File: src/logic/sdsl_pkg.sv
// Function
// - With send owner write-back on and send loop-test off, each sent descriptor gets its owner bit rewritten.
// - Send loop-test wraps the send chain to its start and keeps owner bits.
// - Receive loop-test wraps the receive chain to its start and keeps owner bits.
// - The send FSM reset bit forces the send chain back to idle.
// - The receive FSM reset bit forces the receive chain back to idle.
// - Read-only raw flags exist for every chain event, error and flow fault.
// - Eight host-to-slave flags each have raw, status, enable and clear bits.
// - Every interrupt source, descriptor errors included, has a read-write enable bit.
// - Writing one to a clear bit clears that raw flag; zero does nothing.
// - Send start begins at the list address, resume continues, halt stops.
// - Receive start begins at the list address, resume continues, halt stops.
// - List address fields hold the low 20 bits; the region gives the rest.
// - Writing a slave-to-host vector bit raises that interrupt toward the host.
// - A read-only count of receive buffers offered to the host is kept.
// - The token add bit adds the written value to the count at once.
// - Sent length is read-only; the length add bit adds the written value.
// - Vector bits clear themselves, one interrupt per write.
// - The host copy of the sent length refreshes only on a host read.
// - The host sees the receive-buffer count through a read-only output.
package sdsl_pkg;

  localparam int unsigned ADR_W = 8;
  localparam logic [7:0] A_CONFIG0 = 8'h00;
  localparam logic [7:0] A_IRQ_RAW = 8'h04;
  localparam logic [7:0] A_IRQ_STATUS = 8'h08;
  localparam logic [7:0] A_IRQ_ENABLE = 8'h0c;
  localparam logic [7:0] A_IRQ_CLEAR = 8'h10;
  localparam logic [7:0] A_SEND_LIST = 8'h3c;
  localparam logic [7:0] A_RECV_LIST = 8'h40;
  localparam logic [7:0] A_TO_HOST = 8'h4c;
  localparam logic [7:0] A_TOKEN = 8'h54;
  localparam logic [7:0] A_CONFIG1 = 8'h60;
  localparam logic [7:0] A_DSCR_CFG = 8'h98;
  localparam logic [7:0] A_LEN_UPDATE = 8'he4;
  localparam logic [7:0] A_SENT_LEN = 8'he8;

  localparam int unsigned B_RECV_FSM_RESET = 0;
  localparam int unsigned B_SEND_FSM_RESET = 1;
  localparam int unsigned B_RECV_LOOP = 2;
  localparam int unsigned B_SEND_LOOP = 3;
  localparam int unsigned B_SEND_WRITEBACK = 4;
  localparam int unsigned B_TOKEN_AUTO_CLEAR = 5;
  localparam logic [31:0] CFG0_MASK = 32'h0000003f;
  localparam logic [31:0] CFG0_RESET = 32'h00000000;
  localparam logic [31:0] CFG1_MASK = 32'h00000007;
  localparam logic [31:0] CFG1_RESET = 32'h00000000;
  localparam logic [31:0] DSCR_MASK = 32'h00000001;
  localparam logic [31:0] DSCR_RESET = 32'h00000001;

  localparam int unsigned IRQ_N = 18;
  localparam int unsigned HOST_VEC_W = 8;
  localparam int unsigned I_SEND_START = 8;
  localparam int unsigned I_RECV_START = 9;
  localparam int unsigned I_SEND_UNDERFLOW = 10;
  localparam int unsigned I_RECV_OVERFLOW = 11;
  localparam int unsigned I_RECV_BUF_DONE = 12;
  localparam int unsigned I_RECV_FINISHED = 13;
  localparam int unsigned I_SEND_BUF_DONE = 14;
  localparam int unsigned I_SEND_FINISHED = 15;
  localparam int unsigned I_RECV_DSCR_ERR = 16;
  localparam int unsigned I_SEND_DSCR_ERR = 17;
  localparam logic [IRQ_N-1:0] IRQ_RESET = 18'h00000;

  localparam int unsigned LIST_ADDR_W = 20;
  localparam int unsigned B_LIST_HALT = 28;
  localparam int unsigned B_LIST_START = 29;
  localparam int unsigned B_LIST_RESUME = 30;
  localparam logic [19:0] DSCR_STEP = 20'h0000c;
  localparam logic [11:0] MEM_REGION_HI = 12'h3ff;

  localparam int unsigned TOKEN_W = 12;
  localparam int unsigned TOKEN_WDATA_LSB = 16;
  localparam int unsigned B_TOKEN_ADD = 28;
  localparam int unsigned LEN_W = 20;
  localparam int unsigned B_LEN_ADD = 20;

  typedef enum logic [2:0] {
    SDSL_IDLE = 3'b001,
    SDSL_RUN = 3'b010,
    SDSL_HALT = 3'b100
  } sdsl_chain_e;

endpackage

File: src/logic/sdsl_dma_ctrl.sv
// Decided for this implementation: register access over Wishbone.
`timescale 1ns/100ps
module sdsl_dma_ctrl #(
  parameter int unsigned TOKEN_BITS = sdsl_pkg::TOKEN_W,
  parameter int unsigned LEN_BITS = sdsl_pkg::LEN_W
) (
  input wire logic i_core_clk,
  input wire logic i_reset,
  input wire logic i_clk_en,
  input wire logic i_wb_cyc,
  input wire logic i_wb_stb,
  input wire logic i_wb_we,
  input wire logic [sdsl_pkg::ADR_W-1:0] i_wb_adr,
  input wire logic [3:0] i_wb_sel,
  input wire logic [31:0] i_wb_dat,
  output logic [31:0] o_wb_dat,
  output logic o_wb_ack,
  input wire logic i_send_buf_done,
  input wire logic i_send_last,
  input wire logic i_send_dscr_err,
  input wire logic i_send_underflow,
  input wire logic i_recv_buf_done,
  input wire logic i_recv_last,
  input wire logic i_recv_dscr_err,
  input wire logic i_recv_overflow,
  input wire logic i_link_clk,
  input wire logic i_host_vec_wr,
  input wire logic [sdsl_pkg::HOST_VEC_W-1:0] i_host_vec,
  input wire logic i_host_len_rd,
  output logic [31:0] o_send_dscr_addr,
  output logic [31:0] o_recv_dscr_addr,
  output logic o_send_active,
  output logic o_recv_active,
  output logic o_send_owner_wr,
  output logic o_recv_owner_wr,
  output logic o_irq,
  output logic [sdsl_pkg::HOST_VEC_W-1:0] o_to_host_irq,
  output logic [TOKEN_BITS-1:0] o_host_token,
  output logic [LEN_BITS-1:0] o_host_len
);
  import sdsl_pkg::*;

  // Widths are checked at elaboration, because the write fields of the
  // token and length registers have fixed positions and cannot grow.
  if (TOKEN_BITS == 0 || TOKEN_BITS > TOKEN_W) begin
    $error("sdsl_dma_ctrl: token width must fit its write field");
  end
  if (LEN_BITS == 0 || LEN_BITS > LEN_W) begin
    $error("sdsl_dma_ctrl: length width must fit its write field");
  end

  localparam int unsigned SYNC_W = 3 + HOST_VEC_W;

  typedef struct packed {
    logic ack;
    logic [31:0] rdat;
    logic [31:0] cfg0;
    logic [31:0] cfg1;
    logic [31:0] dscr;
    logic [IRQ_N-1:0] raw;
    logic [IRQ_N-1:0] ena;
    logic [LIST_ADDR_W-1:0] send_list;
    logic [LIST_ADDR_W-1:0] recv_list;
    logic [2:0] send_cmd;
    logic [2:0] recv_cmd;
    logic [TOKEN_BITS-1:0] token;
    logic [LEN_BITS-1:0] len;
    logic [LEN_BITS-1:0] host_len;
    logic [HOST_VEC_W-1:0] to_host;
    logic irq;
    logic [2:0][SYNC_W-1:0] sync;
    logic link_q;
  } sdsl_ctrl_s;

  sdsl_ctrl_s r;
  sdsl_ctrl_s n;

  logic req;
  logic wr;
  logic [31:0] wm;
  logic [31:0] wv;
  logic [IRQ_N-1:0] set_vec;
  logic [IRQ_N-1:0] clr_vec;
  logic link_rise;
  logic [LIST_ADDR_W-1:0] send_addr;
  logic [LIST_ADDR_W-1:0] recv_addr;
  logic send_start_evt;
  logic send_done_evt;
  logic send_eof_evt;
  logic send_err_evt;
  logic recv_start_evt;
  logic recv_done_evt;
  logic recv_eof_evt;
  logic recv_err_evt;

  function automatic logic [31:0] merge(input logic [31:0] old,
                                        input logic [31:0] dat,
                                        input logic [31:0] m);
    merge = (old & ~m) | (dat & m);
  endfunction

  ////////////////////////////////////////////////////////////////////////////
  sdsl_chain #(.ADDR_W(LIST_ADDR_W)) u_send (
    .i_core_clk(i_core_clk),
    .i_reset(i_reset),
    .i_clk_en(i_clk_en),
    .i_fsm_reset(r.cfg0[B_SEND_FSM_RESET]),
    .i_start(r.send_cmd[0]),
    .i_resume(r.send_cmd[1]),
    .i_halt(r.send_cmd[2]),
    .i_loop(r.cfg0[B_SEND_LOOP]),
    .i_writeback(r.cfg0[B_SEND_WRITEBACK]),
    .i_list_addr(r.send_list),
    .i_buf_done(i_send_buf_done),
    .i_last(i_send_last),
    .i_dscr_err(i_send_dscr_err),
    .o_addr(send_addr),
    .o_active(o_send_active),
    .o_owner_wr(o_send_owner_wr),
    .o_start_evt(send_start_evt),
    .o_done_evt(send_done_evt),
    .o_eof_evt(send_eof_evt),
    .o_err_evt(send_err_evt)
  );

  // The receive chain always hands ownership back unless looping.
  sdsl_chain #(.ADDR_W(LIST_ADDR_W)) u_recv (
    .i_core_clk(i_core_clk),
    .i_reset(i_reset),
    .i_clk_en(i_clk_en),
    .i_fsm_reset(r.cfg0[B_RECV_FSM_RESET]),
    .i_start(r.recv_cmd[0]),
    .i_resume(r.recv_cmd[1]),
    .i_halt(r.recv_cmd[2]),
    .i_loop(r.cfg0[B_RECV_LOOP]),
    .i_writeback(1'b1),
    .i_list_addr(r.recv_list),
    .i_buf_done(i_recv_buf_done),
    .i_last(i_recv_last),
    .i_dscr_err(i_recv_dscr_err),
    .o_addr(recv_addr),
    .o_active(o_recv_active),
    .o_owner_wr(o_recv_owner_wr),
    .o_start_evt(recv_start_evt),
    .o_done_evt(recv_done_evt),
    .o_eof_evt(recv_eof_evt),
    .o_err_evt(recv_err_evt)
  );

  assign o_send_dscr_addr = {MEM_REGION_HI, send_addr};
  assign o_recv_dscr_addr = {MEM_REGION_HI, recv_addr};

  ////////////////////////////////////////////////////////////////////////////
  always_comb begin
    n = r;
    req = i_wb_cyc & i_wb_stb & ~r.ack;
    wr = req & i_wb_we;
    wm = {{8{i_wb_sel[3]}}, {8{i_wb_sel[2]}},
          {8{i_wb_sel[1]}}, {8{i_wb_sel[0]}}};
    wv = i_wb_dat & wm;
    link_rise = 1'b0;
    set_vec = '0;
    clr_vec = '0;
    n.ack = req;
    n.send_cmd = '0;
    n.recv_cmd = '0;
    n.to_host = '0;

    // Host pins: stage 1 feeds stage 2 only; stages 2 and 3 must agree, except the vector, taken from stage 3.
    n.sync[0] = {i_host_vec, i_host_len_rd, i_host_vec_wr, i_link_clk};
    n.sync[1] = r.sync[0];
    n.sync[2] = r.sync[1];
    if (r.sync[1][0] == r.sync[2][0] && r.sync[2][0] != r.link_q) begin
      n.link_q = r.sync[2][0];
      link_rise = r.sync[2][0];
    end
    if (link_rise && r.sync[2][1] && r.sync[1][1]) begin
      set_vec[HOST_VEC_W-1:0] = r.sync[2][SYNC_W-1:3];
    end
    if (link_rise && r.sync[2][2] && r.sync[1][2]) begin
      n.host_len = r.len;
    end

    set_vec[I_SEND_START] = send_start_evt;
    set_vec[I_RECV_START] = recv_start_evt;
    set_vec[I_SEND_UNDERFLOW] = i_send_underflow;
    set_vec[I_RECV_OVERFLOW] = i_recv_overflow;
    set_vec[I_RECV_BUF_DONE] = recv_done_evt;
    set_vec[I_RECV_FINISHED] = recv_eof_evt;
    set_vec[I_SEND_BUF_DONE] = send_done_evt;
    set_vec[I_SEND_FINISHED] = send_eof_evt;
    set_vec[I_RECV_DSCR_ERR] = recv_err_evt;
    set_vec[I_SEND_DSCR_ERR] = send_err_evt;

    if (wr) begin
      case (i_wb_adr)
        A_CONFIG0: n.cfg0 = merge(r.cfg0, i_wb_dat, wm & CFG0_MASK);
        A_CONFIG1: n.cfg1 = merge(r.cfg1, i_wb_dat, wm & CFG1_MASK);
        A_DSCR_CFG: n.dscr = merge(r.dscr, i_wb_dat, wm & DSCR_MASK);
        A_IRQ_ENABLE: n.ena = IRQ_N'(merge(32'(r.ena), i_wb_dat, wm));
        A_IRQ_CLEAR: clr_vec = wv[IRQ_N-1:0];
        A_SEND_LIST: begin
          n.send_list = LIST_ADDR_W'(merge(32'(r.send_list), i_wb_dat, wm));
          n.send_cmd = {wv[B_LIST_HALT], wv[B_LIST_RESUME],
                        wv[B_LIST_START]};
        end
        A_RECV_LIST: begin
          n.recv_list = LIST_ADDR_W'(merge(32'(r.recv_list), i_wb_dat, wm));
          n.recv_cmd = {wv[B_LIST_HALT], wv[B_LIST_RESUME],
                        wv[B_LIST_START]};
        end
        A_TO_HOST: n.to_host = wv[HOST_VEC_W-1:0];
        A_TOKEN: begin
          if (wv[B_TOKEN_ADD]) begin
            n.token = r.token
              + wv[TOKEN_WDATA_LSB +: TOKEN_BITS];
          end
        end
        A_LEN_UPDATE: begin
          if (wv[B_LEN_ADD]) begin
            n.len = r.len + wv[LEN_BITS-1:0];
          end
        end
        default: n.ack = req;
      endcase
    end

    // A flag raised in the cycle of its clear survives the clear.
    n.raw = (r.raw & ~clr_vec) | set_vec;
    n.irq = |(r.raw & r.ena);

    n.rdat = '0;
    if (req && !i_wb_we) begin
      case (i_wb_adr)
        A_CONFIG0: n.rdat = r.cfg0;
        A_CONFIG1: n.rdat = r.cfg1;
        A_DSCR_CFG: n.rdat = r.dscr;
        A_IRQ_RAW: n.rdat = 32'(r.raw);
        A_IRQ_STATUS: n.rdat = 32'(r.raw & r.ena);
        A_IRQ_ENABLE: n.rdat = 32'(r.ena);
        A_SEND_LIST: n.rdat = 32'(r.send_list);
        A_RECV_LIST: n.rdat = 32'(r.recv_list);
        A_TOKEN: n.rdat = 32'(r.token);
        A_SENT_LEN: n.rdat = 32'(r.len);
        default: n.rdat = '0;
      endcase
    end
  end

  always_ff @(posedge i_core_clk or posedge i_reset) begin
    if (i_reset) begin
      r <= '{cfg0: CFG0_RESET, cfg1: CFG1_RESET, dscr: DSCR_RESET,
             raw: IRQ_RESET, ena: IRQ_RESET, default: '0};
    end else if (i_clk_en) begin
      r <= n;
    end
  end

  assign o_wb_ack = r.ack;
  assign o_wb_dat = r.rdat;
  assign o_irq = r.irq;
  assign o_to_host_irq = r.to_host;
  assign o_host_token = r.token;
  assign o_host_len = r.host_len;

  ////////////////////////////////////////////////////////////////////////////
  // Helper terms below are read only by the checks.
  logic host_rd_evt;
  logic host_wr_evt;
  assign host_rd_evt = link_rise & r.sync[2][2] & r.sync[1][2];
  assign host_wr_evt = link_rise & r.sync[2][1] & r.sync[1][1];
endmodule

File: src/logic/sdsl_chain.sv
`timescale 1ns/100ps
module sdsl_chain #(
  parameter int unsigned ADDR_W = sdsl_pkg::LIST_ADDR_W
) (
  input wire logic i_core_clk,
  input wire logic i_reset,
  input wire logic i_clk_en,
  input wire logic i_fsm_reset,
  input wire logic i_start,
  input wire logic i_resume,
  input wire logic i_halt,
  input wire logic i_loop,
  input wire logic i_writeback,
  input wire logic [ADDR_W-1:0] i_list_addr,
  input wire logic i_buf_done,
  input wire logic i_last,
  input wire logic i_dscr_err,
  output logic [ADDR_W-1:0] o_addr,
  output logic o_active,
  output logic o_owner_wr,
  output logic o_start_evt,
  output logic o_done_evt,
  output logic o_eof_evt,
  output logic o_err_evt
);
  import sdsl_pkg::*;

  // Refused at elaboration: the region bits above the field are fixed.
  if (ADDR_W == 0 || ADDR_W > LIST_ADDR_W) begin
    $error("sdsl_chain: unsupported address width");
  end

  typedef struct packed {
    sdsl_chain_e st;
    logic active;
    logic [ADDR_W-1:0] addr;
    logic owner_wr;
    logic start_evt;
    logic done_evt;
    logic eof_evt;
    logic err_evt;
  } sdsl_chain_s;

  sdsl_chain_s r;
  sdsl_chain_s n;

  ////////////////////////////////////////////////////////////////////////////
  always_comb begin
    n = r;
    n.owner_wr = 1'b0;
    n.start_evt = 1'b0;
    n.done_evt = 1'b0;
    n.eof_evt = 1'b0;
    n.err_evt = 1'b0;
    if (i_fsm_reset) begin
      n.st = SDSL_IDLE;
    end else begin
      case (r.st)
        SDSL_IDLE: begin
          if (i_start) begin
            n.addr = i_list_addr;
            n.st = SDSL_RUN;
            n.start_evt = 1'b1;
          end
        end
        SDSL_RUN: begin
          if (i_halt) begin
            n.st = SDSL_HALT;
          end else if (i_dscr_err) begin
            n.err_evt = 1'b1;
            n.st = SDSL_HALT;
          end else if (i_buf_done) begin
            n.done_evt = 1'b1;
            // Loop-test reuses descriptors, so ownership must not move.
            n.owner_wr = i_writeback & ~i_loop;
            if (i_last && i_loop) begin
              n.addr = i_list_addr;
            end else if (i_last) begin
              n.st = SDSL_IDLE;
              n.eof_evt = 1'b1;
            end else begin
              n.addr = r.addr + DSCR_STEP[ADDR_W-1:0];
            end
          end
        end
        SDSL_HALT: begin
          if (i_start) begin
            n.addr = i_list_addr;
            n.st = SDSL_RUN;
            n.start_evt = 1'b1;
          end else if (i_resume) begin
            n.st = SDSL_RUN;
          end
        end
        default: n.st = SDSL_IDLE;
      endcase
    end
    // Registered copy of the run state keeps the output free of decode.
    n.active = (n.st == SDSL_RUN);
  end

  always_ff @(posedge i_core_clk or posedge i_reset) begin
    if (i_reset) begin
      r <= '{st: SDSL_IDLE, default: '0};
    end else if (i_clk_en) begin
      r <= n;
    end
  end

  assign o_addr = r.addr;
  assign o_active = r.active;
  assign o_owner_wr = r.owner_wr;
  assign o_start_evt = r.start_evt;
  assign o_done_evt = r.done_evt;
  assign o_eof_evt = r.eof_evt;
  assign o_err_evt = r.err_evt;
endmodule

File: config.mk
export PLATFORM = sky130hd
export DESIGN_NAME = sdsl_dma_ctrl
export DESIGN_NICKNAME = d
export VERILOG_FILES = /design/src/logic/sdsl_pkg.sv /design/src/logic/sdsl_dma_ctrl.sv /design/src/logic/sdsl_chain.sv
export SDC_FILE = /design/constraint.sdc
export NUM_CORES = 1
export LEC_CHECK = 0
export BUFFER_PORTS_ARGS = -buffer_cell sky130_fd_sc_hd__buf_4
export CAP_MARGIN = 40
export CELL_PAD_IN_SITES_DETAIL_PLACEMENT = 1
export CELL_PAD_IN_SITES_GLOBAL_PLACEMENT = 1
export CORE_UTILIZATION = 45
export CTS_CLUSTER_SIZE = 12
export DETAILED_ROUTE_END_ITERATION = 10
export PLACE_DENSITY_LB_ADDON = 0.1
export SYNTH_ARGS = -nofsm -noshare
export SYNTH_HDL_FRONTEND = slang
export SYNTH_SLANG_ARGS = --single-unit
export TNS_END_PERCENT = 30
File: constraint.sdc
create_clock -name i_core_clk -period 11.38 [get_ports i_core_clk]
set_clock_uncertainty 0.1 [all_clocks]
set_input_delay 2.276 -clock i_core_clk [delete_from_list [all_inputs] [get_ports i_core_clk]]
set_output_delay 2.276 -clock i_core_clk [all_outputs]
set_load 0.02 [all_outputs]
==> results.sh <==
export IMPL_status="finished, final reports clean"
export IMPL_finalMaxSlewViolations=0
export IMPL_grt_pass1_vias=12700
export IMPL_wire_per_inst_microns=23.1
export IMPL_yosys_top_cells_area="dfrtp_1 (43%), mux2_2 (8.1%), buf_4 (6.7%)"
export IMPL_fillers=3803
export IMPL_cts_tree="yes"
export IMPL_cts_resized=0
export IMPL_syn_avg_cell_area_sq_um=9.67
export IMPL_hold_buffers=0
export IMPL_path_class="in2reg"
export IMPL_slowest_delay_ns=0.81
export IMPL_p_seq_frac=0.454
export IMPL_yosysTopAreaCell="dfrtp_1"
export IMPL_drt_iter0_markers=950
export IMPL_detail_route_vias_per_cell=5.92
export IMPL_synth_cell_type_count=92
export IMPL_ant_nets=0
export IMPL_final_cell_area_sq_um=17300
export IMPL_drt_first_pass_iters=5
export IMPL_cp_arrival_ns=5.56
export IMPL_reg2reg_depth=7
export IMPL_htreeDepth=2
export IMPL_die_x_microns=188
export IMPL_die_area_sq_um=35200
export IMPL_setup_viol=0
export IMPL_fp_dieH_microns=188
export IMPL_grt_usage=0.279
export IMPL_drive_above_1_share=0.232
export IMPL_yosys_register_bits=266
export IMPL_placed_area_sq_um=16200
export IMPL_rows=67
export IMPL_pwr_share_clk=0.456
export IMPL_clk_insertion_delay_late_ns=0.52
export IMPL_drc=0
export IMPL_syn_to_final_growth_pct=11.9
export IMPL_grt_pass1_wl_microns=76200
export IMPL_switching_share=0.262
export IMPL_switchingPower_w=0.000598
export IMPL_synth_top_cell_area_share=0.425
export IMPL_setup_tns_final_ns=0
export IMPL_finalPower_w=0.00228
export IMPL_hold_viol_final=0
export IMPL_cts_sinks=266
export IMPL_critical_path_endpoint_type="flip-flop"
export IMPL_synth_area_sq_um=15500
export IMPL_p_int_w=0.00168
export IMPL_ys_seq_area_frac=0.430
export IMPL_layout_commonest_cell="dfrtp_1"
export IMPL_hpwl_microns=36400
export IMPL_startpoint_type="input port"
export IMPL_p_leak_nw=8.07
export IMPL_final_cell_count_no_fill=2115
export IMPL_globalplace_congestion=0.920
export IMPL_dp_cells=2055
export IMPL_crit_chain="buf_4 > inv_2 > nor3_1 > and2_1 > nand4_1 > buf_6 > nor2_1 > nand2_1 > a22o_1"
export IMPL_start_util=0.459
export IMPL_dr_total_vias=12500
export IMPL_critPathTopFamily="simple AND/OR/NAND/NOR gates"
export IMPL_core_sq_um=33700
export IMPL_ys_flop_type="dfrtp_1"
export IMPL_cp_startpoint="i_clk_en"
export IMPL_diodes=0
export IMPL_synthArstFlopShare=1.00
export IMPL_place_port_buffers=173
export IMPL_clockRootBuffer="clkbuf_16"
export IMPL_path_max_fanout=59
export IMPL_power_density_nw_per_um2=132
export IMPL_layout_common_cells="dfrtp_1 (263), buf_4 (185), nand2_1 (165)"
export IMPL_cpMaxStageDelayCell="and2_1"
export IMPL_regToRegStartpoint="o_wb_ack$_DFFE_PP0P_"
export IMPL_grt_max_degree=100
export IMPL_synth_edf_count=0
export IMPL_worstHoldPathCells=2
export IMPL_hold_path_class="reg2reg"
export IMPL_hold_start="u_recv.o_start_evt$_DFFE_PP0P_"
export IMPL_grt_antenna_before_repair=1
export IMPL_ys_warn_count=0
export IMPL_combPwrFrac=0.090
export IMPL_drt_wl_total_microns=49000
export IMPL_cts_setup_buffers=0
export IMPL_ir_drop_uv=95.4
export IMPL_tightest_slew_ns=0.972
export IMPL_fmax_mhz=190
export IMPL_rsz0062_at_grt="false"
export IMPL_min_period_ns=5.26
export IMPL_nNetsFinal=1738
export IMPL_crit_buf_inv=3
export IMPL_io_pins=211
export IMPL_clk_pin_slew_worst_paths_ns=0.06
export IMPL_gr_total_overflow=0
export IMPL_worstPathRequired_ns=11.68
export IMPL_cap_viol_max_count=0
export IMPL_cts_buffers=34
export IMPL_maxSlewHeadroom=0.349
export IMPL_worstSetupPathDepth=9
export IMPL_period_share=0.462
export IMPL_cts_buffer_depth=3
export IMPL_netlist_instances=1601
[worst paths after layout]
kind	slack, ns	end
worst max-delay path	6.12	r[163]$_DFFE_PP0P_
worst min-delay path	0.38	r[168]$_DFFE_PP0P_
worst max register to register	8.14	r[163]$_DFFE_PP0P_
worst min register to register	0.38	r[168]$_DFFE_PP0P_
max in group asynchronous	7.87	r[171]$_DFFE_PP0P_
min in group asynchronous	1.62	o_to_host_irq[5]$_DFFE_PP0P_
[per-stage QoR]
stage,setup WS (ns),hold WS (ns),util
after detailed placement,5.67,0.373,0.482
final,6.12,0.384,0.514
after global placement,5.38,0.368,0.479
after CTS,6.18,0.393,0.514
after floorplan,1.68,0.335,-
after global routing,5.99,0.407,0.514
[cells in the mapped netlist, types with 5 or more instances]
cell type,number
xnor2_1,21
o21a_1,5
and3b_1,5
a31oi_1,19
o21ai_0,120
nor3_1,25
inv_1,46
mux2i_1,8
a221oi_1,9
and2_1,25
nor4_1,7
or3_1,6
xor2_1,24
dfrtp_1,263
a32oi_1,12
nand2b_1,8
ha_1,25
a21oi_1,78
buf_2,19
a211oi_1,9
a221o_1,7
a21o_1,21
a22oi_1,38
and3_1,12
a2111oi_0,5
nor2b_1,6
buf_4,138
nand3_1,28
o21ai_1,13
clkbuf_1,49
mux2_2,111
nand4_1,14
o2bb2ai_1,36
a22o_1,18
nor2_1,87
o22ai_1,16
buf_6,8
nand2_1,165
o21bai_1,5
[metal layers]
layer	global-route usage	vias to the layer above	wire length, microns
li1	-	5694	-
met1	0.380	6290	21600
met2	0.463	434	23300
met3	0.0387	91	2560
met4	0.0832	2	1390
met5	0	-	13
[layout make-up]
| class | instances | area (sq um) | area share |
|---|---|---|---|
| clock buffer | 45 | 953 | 0.0550 |
| clock inverter | 15 | 125 | 0.00722 |
| inverter | 48 | 188 | 0.0108 |
| multi-input combinational | 1102 | 7350 | 0.424 |
| sequential | 266 | 6660 | 0.384 |
| tap | 448 | 561 | 0.0324 |
| timing repair buffer | 191 | 1490 | 0.0860 |
[power groups by stage]
stage	registers (W)	logic, W	clock network [W]
after floorplan	0.00103	0.000149	0
after CTS	0.00104	0.000207	0.00106
after global placement	0.00105	0.000198	0
after detailed placement	0.00105	0.000205	0
final	0.00104	0.000205	0.00104
after global routing	0.00104	0.000223	0.00110
[tightest hold or removal path: stages (launching register included)]
cell and delay, ns:
dfrtp_1 0.35, nand2_1 0.06, nand2_1 0.05
[cells by family after synthesis]
family | after synthesis | synth area share
XOR/XNOR | 45 | 0.0255
other | 2 | 0.000485
buffers and inverters | 267 | 0.104
multiplexers | 122 | 0.0881
AND/OR/NAND/NOR | 414 | 0.128
adder cells (fa/ha/maj) | 30 | 0.0242
flip-flops | 266 | 0.430
AO/OA/AOI/OAI | 455 | 0.199
No activity file was read; power rests on OpenSTA's default activity.
